==> src/common/ipc_event_pkg.sv <==
package ipc_event_pkg;
  // channels per direction and how many of them raise interrupts
  localparam int NUM_CHAN = 32;
  localparam int IRQ_CHAN = 4;
  localparam int ADDR_W = 8;
  localparam int DATA_W = 32;

  // per-port register map, byte offsets of aligned 32-bit words
  localparam logic [7:0] OFS_OUT_SET = 8'h00;
  localparam logic [7:0] OFS_OUT_FLAG = 8'h04;
  localparam logic [7:0] OFS_IN_ACK = 8'h08;
  localparam logic [7:0] OFS_IN_STATUS = 8'h0c;
  localparam logic [7:0] OFS_IRQ_STATUS = 8'h10;
  localparam logic [7:0] OFS_IRQ_MASK = 8'h14;

  // reset values
  localparam logic [31:0] FLAG_RESET = 32'h00000000;
  localparam logic [3:0] IRQ_STATUS_RESET = 4'h0;
  localparam logic [3:0] IRQ_MASK_RESET = 4'h0;
  localparam logic [31:0] READ_ZERO = 32'h00000000;
endpackage

==> src/logic/event_direction.sv <==
`timescale 1ns/1ps
module event_direction #(
  parameter int NUM_CHAN = 32
) (
  input wire logic clock, // system clock
  input wire logic rst_b, // synchronous reset, active low
  input wire logic set_wr, // sender writes the set register
  input wire logic [NUM_CHAN-1:0] set_data, // ones start events
  input wire logic ack_wr, // receiver writes the acknowledge register
  input wire logic [NUM_CHAN-1:0] ack_data, // ones clear events
  output logic [NUM_CHAN-1:0] flag, // shared flag/status register
  output logic [NUM_CHAN-1:0] new_event // pulse: channel just raised
);
  wire [NUM_CHAN-1:0] set_bits;
  wire [NUM_CHAN-1:0] ack_bits;
  wire [NUM_CHAN-1:0] next_flag;

  // zero bits of either write leave their channel alone
  assign set_bits = set_wr ? set_data : '0;
  assign ack_bits = ack_wr ? ack_data : '0;
  // set beats acknowledge when both land in one cycle
  assign next_flag = (flag & ~ack_bits) | set_bits;
  assign new_event = set_bits & ~flag;

  // one physical register serves both views
  always_ff @(posedge clock) begin
    if (!rst_b) begin
      flag <= ipc_event_pkg::FLAG_RESET;
    end else begin
      flag <= next_flag;
    end
  end
endmodule

==> src/logic/ipc_event_handshake.sv <==
`timescale 1ns/1ps
module ipc_event_handshake #(
  parameter int NUM_CHAN = ipc_event_pkg::NUM_CHAN,
  parameter int IRQ_CHAN = ipc_event_pkg::IRQ_CHAN
) (
  input wire logic clock, // 250 MHz system clock
  input wire logic rst_b, // synchronous reset, active low
  input wire logic [7:0] m_addr, // master port byte address
  input wire logic [31:0] m_wdata, // master port write data
  input wire logic m_wr, // master port write strobe
  input wire logic m_rd, // master port read strobe
  output logic [31:0] m_rdata, // master port read data, next cycle
  output logic m_irq, // master summary interrupt, level
  output logic [IRQ_CHAN-1:0] c2m_chan_irq, // channel irqs to master
  input wire logic [7:0] c_addr, // control port byte address
  input wire logic [31:0] c_wdata, // control port write data
  input wire logic c_wr, // control port write strobe
  input wire logic c_rd, // control port read strobe
  output logic [31:0] c_rdata, // control port read data, next cycle
  output logic c_irq, // control summary interrupt, level
  output logic [IRQ_CHAN-1:0] m2c_chan_irq // channel irqs to control
);
  logic [NUM_CHAN-1:0] m2c_flag;
  logic [NUM_CHAN-1:0] c2m_flag;
  logic [NUM_CHAN-1:0] m2c_new;
  logic [NUM_CHAN-1:0] c2m_new;
  logic [IRQ_CHAN-1:0] m_irq_status;
  logic [IRQ_CHAN-1:0] m_irq_mask;
  logic [IRQ_CHAN-1:0] c_irq_status;
  logic [IRQ_CHAN-1:0] c_irq_mask;

  // master port decode: it sends on m2c and receives on c2m
  wire m_hit_set = m_addr == ipc_event_pkg::OFS_OUT_SET;
  wire m_hit_flag = m_addr == ipc_event_pkg::OFS_OUT_FLAG;
  wire m_hit_ack = m_addr == ipc_event_pkg::OFS_IN_ACK;
  wire m_hit_sts = m_addr == ipc_event_pkg::OFS_IN_STATUS;
  wire m_hit_istat = m_addr == ipc_event_pkg::OFS_IRQ_STATUS;
  wire m_hit_imask = m_addr == ipc_event_pkg::OFS_IRQ_MASK;
  wire m2c_set_wr = m_wr && m_hit_set;
  wire c2m_ack_wr = m_wr && m_hit_ack;
  wire m_istat_wr = m_wr && m_hit_istat;
  wire m_imask_wr = m_wr && m_hit_imask;

  // control port decode: it sends on c2m and receives on m2c
  wire c_hit_set = c_addr == ipc_event_pkg::OFS_OUT_SET;
  wire c_hit_flag = c_addr == ipc_event_pkg::OFS_OUT_FLAG;
  wire c_hit_ack = c_addr == ipc_event_pkg::OFS_IN_ACK;
  wire c_hit_sts = c_addr == ipc_event_pkg::OFS_IN_STATUS;
  wire c_hit_istat = c_addr == ipc_event_pkg::OFS_IRQ_STATUS;
  wire c_hit_imask = c_addr == ipc_event_pkg::OFS_IRQ_MASK;
  wire c2m_set_wr = c_wr && c_hit_set;
  wire m2c_ack_wr = c_wr && c_hit_ack;
  wire c_istat_wr = c_wr && c_hit_istat;
  wire c_imask_wr = c_wr && c_hit_imask;

  // separate register sets, one instance per direction
  event_direction #(
    .NUM_CHAN(NUM_CHAN)
  ) u_m2c (
    .clock(clock),
    .rst_b(rst_b),
    .set_wr(m2c_set_wr),
    .set_data(m_wdata[NUM_CHAN-1:0]),
    .ack_wr(m2c_ack_wr),
    .ack_data(c_wdata[NUM_CHAN-1:0]),
    .flag(m2c_flag),
    .new_event(m2c_new)
  );

  // same handshake, processors swapped
  event_direction #(
    .NUM_CHAN(NUM_CHAN)
  ) u_c2m (
    .clock(clock),
    .rst_b(rst_b),
    .set_wr(c2m_set_wr),
    .set_data(c_wdata[NUM_CHAN-1:0]),
    .ack_wr(c2m_ack_wr),
    .ack_data(m_wdata[NUM_CHAN-1:0]),
    .flag(c2m_flag),
    .new_event(c2m_new)
  );

  // channel interrupts follow the flag, so an ack removes them
  assign m2c_chan_irq = m2c_flag[IRQ_CHAN-1:0];
  assign c2m_chan_irq = c2m_flag[IRQ_CHAN-1:0];

  // sticky event capture for the receiver; new events beat w1c
  wire [IRQ_CHAN-1:0] m_istat_clr =
    m_istat_wr ? m_wdata[IRQ_CHAN-1:0] : '0;
  wire [IRQ_CHAN-1:0] c_istat_clr =
    c_istat_wr ? c_wdata[IRQ_CHAN-1:0] : '0;
  wire [IRQ_CHAN-1:0] next_m_irq_status =
    (m_irq_status & ~m_istat_clr) | c2m_new[IRQ_CHAN-1:0];
  wire [IRQ_CHAN-1:0] next_c_irq_status =
    (c_irq_status & ~c_istat_clr) | m2c_new[IRQ_CHAN-1:0];
  wire [IRQ_CHAN-1:0] next_m_irq_mask =
    m_imask_wr ? m_wdata[IRQ_CHAN-1:0] : m_irq_mask;
  wire [IRQ_CHAN-1:0] next_c_irq_mask =
    c_imask_wr ? c_wdata[IRQ_CHAN-1:0] : c_irq_mask;

  always_ff @(posedge clock) begin
    if (!rst_b) begin
      m_irq_status <= ipc_event_pkg::IRQ_STATUS_RESET;
      c_irq_status <= ipc_event_pkg::IRQ_STATUS_RESET;
      m_irq_mask <= ipc_event_pkg::IRQ_MASK_RESET;
      c_irq_mask <= ipc_event_pkg::IRQ_MASK_RESET;
    end else begin
      m_irq_status <= next_m_irq_status;
      c_irq_status <= next_c_irq_status;
      m_irq_mask <= next_m_irq_mask;
      c_irq_mask <= next_c_irq_mask;
    end
  end

  assign m_irq = |(m_irq_status & m_irq_mask);
  assign c_irq = |(c_irq_status & c_irq_mask);

  // read muxes; write-only and unmapped words read as zero
  wire [31:0] m2c_flag_w = 32'(m2c_flag);
  wire [31:0] c2m_flag_w = 32'(c2m_flag);
  wire [31:0] m_istat_w = 32'(m_irq_status);
  wire [31:0] m_imask_w = 32'(m_irq_mask);
  wire [31:0] c_istat_w = 32'(c_irq_status);
  wire [31:0] c_imask_w = 32'(c_irq_mask);

  // sender sees its flag view, receiver the status view
  wire [31:0] m_read_word =
    m_hit_flag ? m2c_flag_w :
    m_hit_sts ? c2m_flag_w :
    m_hit_istat ? m_istat_w :
    m_hit_imask ? m_imask_w :
    ipc_event_pkg::READ_ZERO;
  wire [31:0] c_read_word =
    c_hit_flag ? c2m_flag_w :
    c_hit_sts ? m2c_flag_w :
    c_hit_istat ? c_istat_w :
    c_hit_imask ? c_imask_w :
    ipc_event_pkg::READ_ZERO;
  wire [31:0] next_m_rdata = m_rd ? m_read_word : ipc_event_pkg::READ_ZERO;
  wire [31:0] next_c_rdata = c_rd ? c_read_word : ipc_event_pkg::READ_ZERO;

  // data stand only in the cycle after the read strobe
  always_ff @(posedge clock) begin
    if (!rst_b) begin
      m_rdata <= ipc_event_pkg::READ_ZERO;
      c_rdata <= ipc_event_pkg::READ_ZERO;
    end else begin
      m_rdata <= next_m_rdata;
      c_rdata <= next_c_rdata;
    end
  end
endmodule

==> config.mk <==
export PLATFORM = sky130hd
export DESIGN_NAME = ipc_event_handshake
export DESIGN_NICKNAME = d
export VERILOG_FILES = /design/src/common/ipc_event_pkg.sv /design/src/logic/event_direction.sv /design/src/logic/ipc_event_handshake.sv
export SDC_FILE = /design/constraint.sdc
export NUM_CORES = 1
export LEC_CHECK = 0
export BUFFER_PORTS_ARGS = -buffer_cell sky130_fd_sc_hd__buf_2
export CORE_MARGIN = 2
export CORE_UTILIZATION = 50
export DETAILED_ROUTE_END_ITERATION = 8
export GPL_ROUTABILITY_DRIVEN = 0
export PLACE_DENSITY = 0.87
export SLEW_MARGIN = 20
export SYNTH_ARGS = -nofsm -noshare
export SYNTH_HDL_FRONTEND = slang
export SYNTH_HIERARCHICAL = 1
export SYNTH_SLANG_ARGS = --single-unit
==> constraint.sdc <==
create_clock -name clock -period 1.6 [get_ports clock]
set_input_delay 0.16 -clock clock [delete_from_list [all_inputs] [get_ports clock]]
set_output_delay 0.16 -clock clock [all_outputs]
set_load 0.02 [all_outputs]
**Word level (Yosys, flattened, before mapping)**

Cells that the tools add are included.

- Memories: 0
- ROM bits: 0
- Latch bits: 0
- Register bits after elaboration: 144
- RAM bits: 0
- Logic and storage cells: 64

- Reductions and logical operators: 14
- Multiplexer cells: 14
- $mul: 0
- Add/subtract/negate cells: 0
- Bitwise logic cells: 18
- Equal/unequal tests: 10
- Magnitude comparators: 0
- Divide/modulo/power cells: 0
- Shift operators: 0

Operators with widths:

| cell | number |
|---|---|
| 32-bit two-way mux | 8 |
| 32-bit bitwise AND | 2 |
| 32-bit NOT | 2 |
| 32-bit OR | 2 |
| 8-bit by 4-bit == test with 1-bit output (second input constant) | 4 |
| 8-bit by 5-bit == test with 1-bit output (second input constant) | 4 |
| 4-bit bitwise AND | 6 |
| 4-bit two-way mux | 6 |
| 8-bit by 3-bit == test with 1-bit output (second input constant) | 2 |
| 8-bit logical NOT | 2 |
| 4-bit NOT | 4 |
| 1-bit logical AND | 8 |
| 4-bit OR | 2 |
| 4-bit OR reduction | 2 |
| 2-bit AND reduction | 2 |

**Logic depth before layout (Yosys ltp)**

- Depth in word-level cells: 6
- Gate-level depth with buffers: 8
- Gate-level depth less buffers: 7

**By module**

Netlist, hierarchy kept.

By module, submodules not included:

| module | area an instance (um2) | cells each | instances | sequential area each (um2) |
|---|---|---|---|---|
| event_direction | 1621.6 | 169 | 2 | 640.6 |
| ipc_event_handshake | 3213.1 | 333 | 1 | 1601.5 |

**Worst setup path before layout**

No wires, ideal clock.

- Kind: in2reg
- From: in m_addr[4]
- To: reg u_c2m.flag[0]
- Buffers on the path: 2
- Data arrival time: 1344 ps
- Setup slack: 137 ps
- Stages: 7
- Required time: 1482 ps
- Path through: buf_4 -> nor4_4 -> nand3b_1 -> nor2_1 -> buf_6 -> a21bo_1 -> a21boi_2

- Word-level cells in the longest chain between the ends: 6

RTL lines:

| item | RTL line | text |
|---|---|---|
| from (decl) | ipc_event_handshake.sv:8 | `input wire logic [7:0] m_addr,` |
| 8-bit by 4-bit == test with 1-bit output | ipc_event_handshake.sv:35 | `wire m_hit_ack = m_addr == ipc_event_pkg::OFS_IN_ACK;` |
| 1-bit logical AND | ipc_event_handshake.sv:40 | `wire c2m_ack_wr = m_wr && m_hit_ack;` |
| via c2m_ack_wr | ipc_event_handshake.sv:40 |  |
| 32-bit two-way mux | event_direction.sv:20 | `assign ack_bits = ack_wr ? ack_data : '0;` |
| 32-bit NOT | event_direction.sv:22 | `assign next_flag = (flag & ~ack_bits) \| set_bits;` |
| 32-bit bitwise AND | event_direction.sv:22 |  |
| 32-bit OR | event_direction.sv:22 |  |
| to (signal assigned) | event_direction.sv:28 | `flag <= ipc_event_pkg::FLAG_RESET;` |
| to (signal assigned) | event_direction.sv:30 | `flag <= next_flag;` |
| to (decl) | event_direction.sv:11 | `output logic [NUM_CHAN-1:0] flag,` |

The timed path passes the listed nets, and every way through them passes these cells.
A chain may end at the register's enable or synchronous reset.

**Worst setup path in the final report**

- From: reg c_irq_status[2]
- To: out c_irq

- Word-level cells in the longest chain between the ends: 2

RTL lines:

| item | RTL line | text |
|---|---|---|
| from (decl) | ipc_event_handshake.sv:29 | `logic [IRQ_CHAN-1:0] c_irq_status;` |
| from (signal assigned) | ipc_event_handshake.sv:105 | `c_irq_status <= ipc_event_pkg::IRQ_STATUS_RESET;` |
| from (signal assigned) | ipc_event_handshake.sv:110 | `c_irq_status <= next_c_irq_status;` |
| 4-bit bitwise AND | ipc_event_handshake.sv:117 | `assign c_irq = \|(c_irq_status & c_irq_mask);` |
| 4-bit OR reduction | ipc_event_handshake.sv:117 |  |
| to (decl) | ipc_event_handshake.sv:20 | `output logic c_irq,` |

Every way passes these cells.

==> metrics.md <==
| Metric | Value |
|---|---|
| Status | `finished, violations left` |
| Violated checks | `hold timing` |
| Crit end category | `output pin` |
| RSZ-0062 raised after global routing | `no` |
| Area Growth Syn to Fin | `31.2%` |
| Worst EP required | `1440 ps` |
| Port-buffer cells | `159` |
| Share of cells above drive strength 1 | `0.374` |
| 1st-iter DRT viols | `444` |
| Setup WS post-layout | `217 ps` |
| Placed wire-length estimate | `11.1 mm` |
| Cells along the critical path | `a22oi_1 > nand2_1 > buf_2` |
| Top delay family on crit path | `flip-flops` |
| CP max stage cell | `dfxtp_1` |
| Yosys warns | `6` |
| Crit share post-route | `0.864` |
| FF/Latch Area | `0.00288 mm^2` |
| Die footprint | `0.0134 mm^2` |
| Fillers | `956` |
| Largest net degree at the start of global routing | `33` |
| Clk pwr share | `0.527` |
| H-tree levels | `4` |
| Arr. time, crit path | `1220 ps` |
| Starting density of the core | `0.516` |
| Peak VDD IR | `0.000657 V` |
| Commonest non-fill, non-tap cells in the layout | `buf_2, dfxtp_1, nand2_1, nor2_1, a22oi_1` |
| Max Cap Viol | `0` |
| Total GRT Usage | `0.253` |
| Die Ht | `116 um` |
| GRT overflow | `0` |
| Syn avg cell area | `10.2 um^2` |
| Row Count | `40` |
| Mapped Area | `0.00625 mm^2` |
| Leak | `0.00333 uW` |
| Pwr Density | `1030 mW/mm^2` |
| Post-layout net count | `889` |
| Core area | `0.0121 mm^2` |
| Finished Layout Cells | `983` |
| Critical Setup Path Class | `reg -> out` |
| Worst skew pair latency | `430 ps` |
| WHS | `-2.47 ps` |
| Dpl ws | `-94.2 ps` |
| Net Sw Frac | `0.198` |
| Peak fanout along the critical path | `3` |
| Final Max Tran Viols | `0` |
| Total routed wirelength | `16.5 mm` |
| Ant. Diodes | `0` |
| I/O Pins | `160` |
| WP buf/inv | `1` |
| Vias in the first global route | `5279` |
| Initial antenna violation count | `0` |
| Crit-path max cell delay | `320 ps` |
| Clk_skew | `4.82 ps` |
| CTS tree | `done` |
| Dpl cells | `929` |
| FMAX | `0.723 GHz` |
| Count of final hold-check violations | `1` |
| Combinational fraction of design power | `0.047` |
| DRC viols | `0` |
| Root buffer cell | `clkbuf_16` |
| Worst-path clk slew | `60 ps` |
| Int Pwr | `6760 uW` |
| Initial DRT Pass Iterations | `5` |
| Wire per inst | `16.8 um` |
| Final core utilization | `0.677` |
| Min Tclk post-route | `1380 ps` |
| First-pass GRT wire length | `26.1 mm` |
| Max_slew headroom | `0.791` |
| Vias | `5349` |
| Die Width | `116 um` |
| Sequential share of power | `0.426` |
| Worst-Margin Slew | `312 ps` |
| CTS Buf Count | `17` |
| Drt via density | `5.44` |
| DRT antenna net count | `0` |
| Multi-input gate area | `0.00310 mm^2` |
| Total power | `8430 uW` |
| Critical path startpoint category | `flip-flop` |
| Sw Pwr | `1670 uW` |
| Syn Nets | `701` |
| Hold Crit Class | `in -> reg` |
| # setup viols final | `0` |
| Clk sinks | `144` |
| Gate Count Post-Synth | `615` |
| Clock Tree Buf Depth | `2` |
| Most common cell after layout, fill and taps aside | `buf_2` |
==> power by group through the flow <==
stage	logic (uW)	clock network, uW	registers (uW)
3_5_place_dp	345	0	3670
6_report	393	4450	3590
3_3_place_gp	339	0	3670
4_1_cts	392	4490	3590
5_1_grt	420	4660	3590
2_1_floorplan	133	0	3670
==> layer usage <==
| layer | share of wire | global-route usage | wire length, um | vias up |
|---|---|---|---|---|
| met5 | 0 | 0 | 0 | - |
| met4 | 0.020 | 0.105 | 335 | 0 |
| met3 | 0.058 | 0.0513 | 953 | 30 |
| met2 | 0.48 | 0.419 | 8000 | 211 |
| met1 | 0.44 | 0.322 | 7210 | 2552 |
| li1 | - | - | - | 2556 |
==> per-stage QoR <==
stage / setup TNS, ps / hold WS, ps / instance area [um^2]
global placement: -94.8 / 423 / 7300
finish: 0 / -2.47 / 8200
floorplan: 0 / 299 / 6250
detailed placement: -1050 / 436 / 7300
CTS: 0 / 0.0850 / 8200
global route: 0 / 2.60 / 8200
==> flip-flops by register name, indices dropped and copies added (netlist names) <==
signal,flops
c_irq_mask,4
c_irq_status,4
c_rdata,32
m_irq_mask,4
m_irq_status,4
m_rdata,32
u_c2m/flag,32
u_m2c/flag,32
==> layout make-up <==
cell class | count | area share
well taps | 168 | 0.0256
multi-input cells | 426 | 0.379
clock buffers | 19 | 0.0553
clock inverters | 12 | 0.0260
inverters | 2 | 0.000916
flip-flops and latches | 144 | 0.352
repair buffers | 212 | 0.162
==> worst register-to-register path, stage by stage (launching register included) <==
cell and delay, ps:
dfxtp_1 340, mux2_2 270, a22o_1 230, a22oi_1 160, nor2_1 70
==> path summary, 6_finish.rpt <==
kind | start | endpoint | slack, ps | cells after the start
setup / recovery | c_irq_status[2] | c_irq | 220 | 3
setup reg to reg | u_m2c/flag[2] | m_rdata[2] | 430 | 4
hold reg to reg | m_irq_mask[0] | m_irq_mask[0] | 480 | 2
hold / removal | m_wdata[10] | u_m2c/flag[10] | -2 | 3
==> repair_timing <==
item,in CTS,in global routing
gates resized for setup,0,0
hold buffers,23,0
hold endpoints to repair,23,0
setup buffers,0,0
No activity file was read; power rests on OpenSTA's default activity.
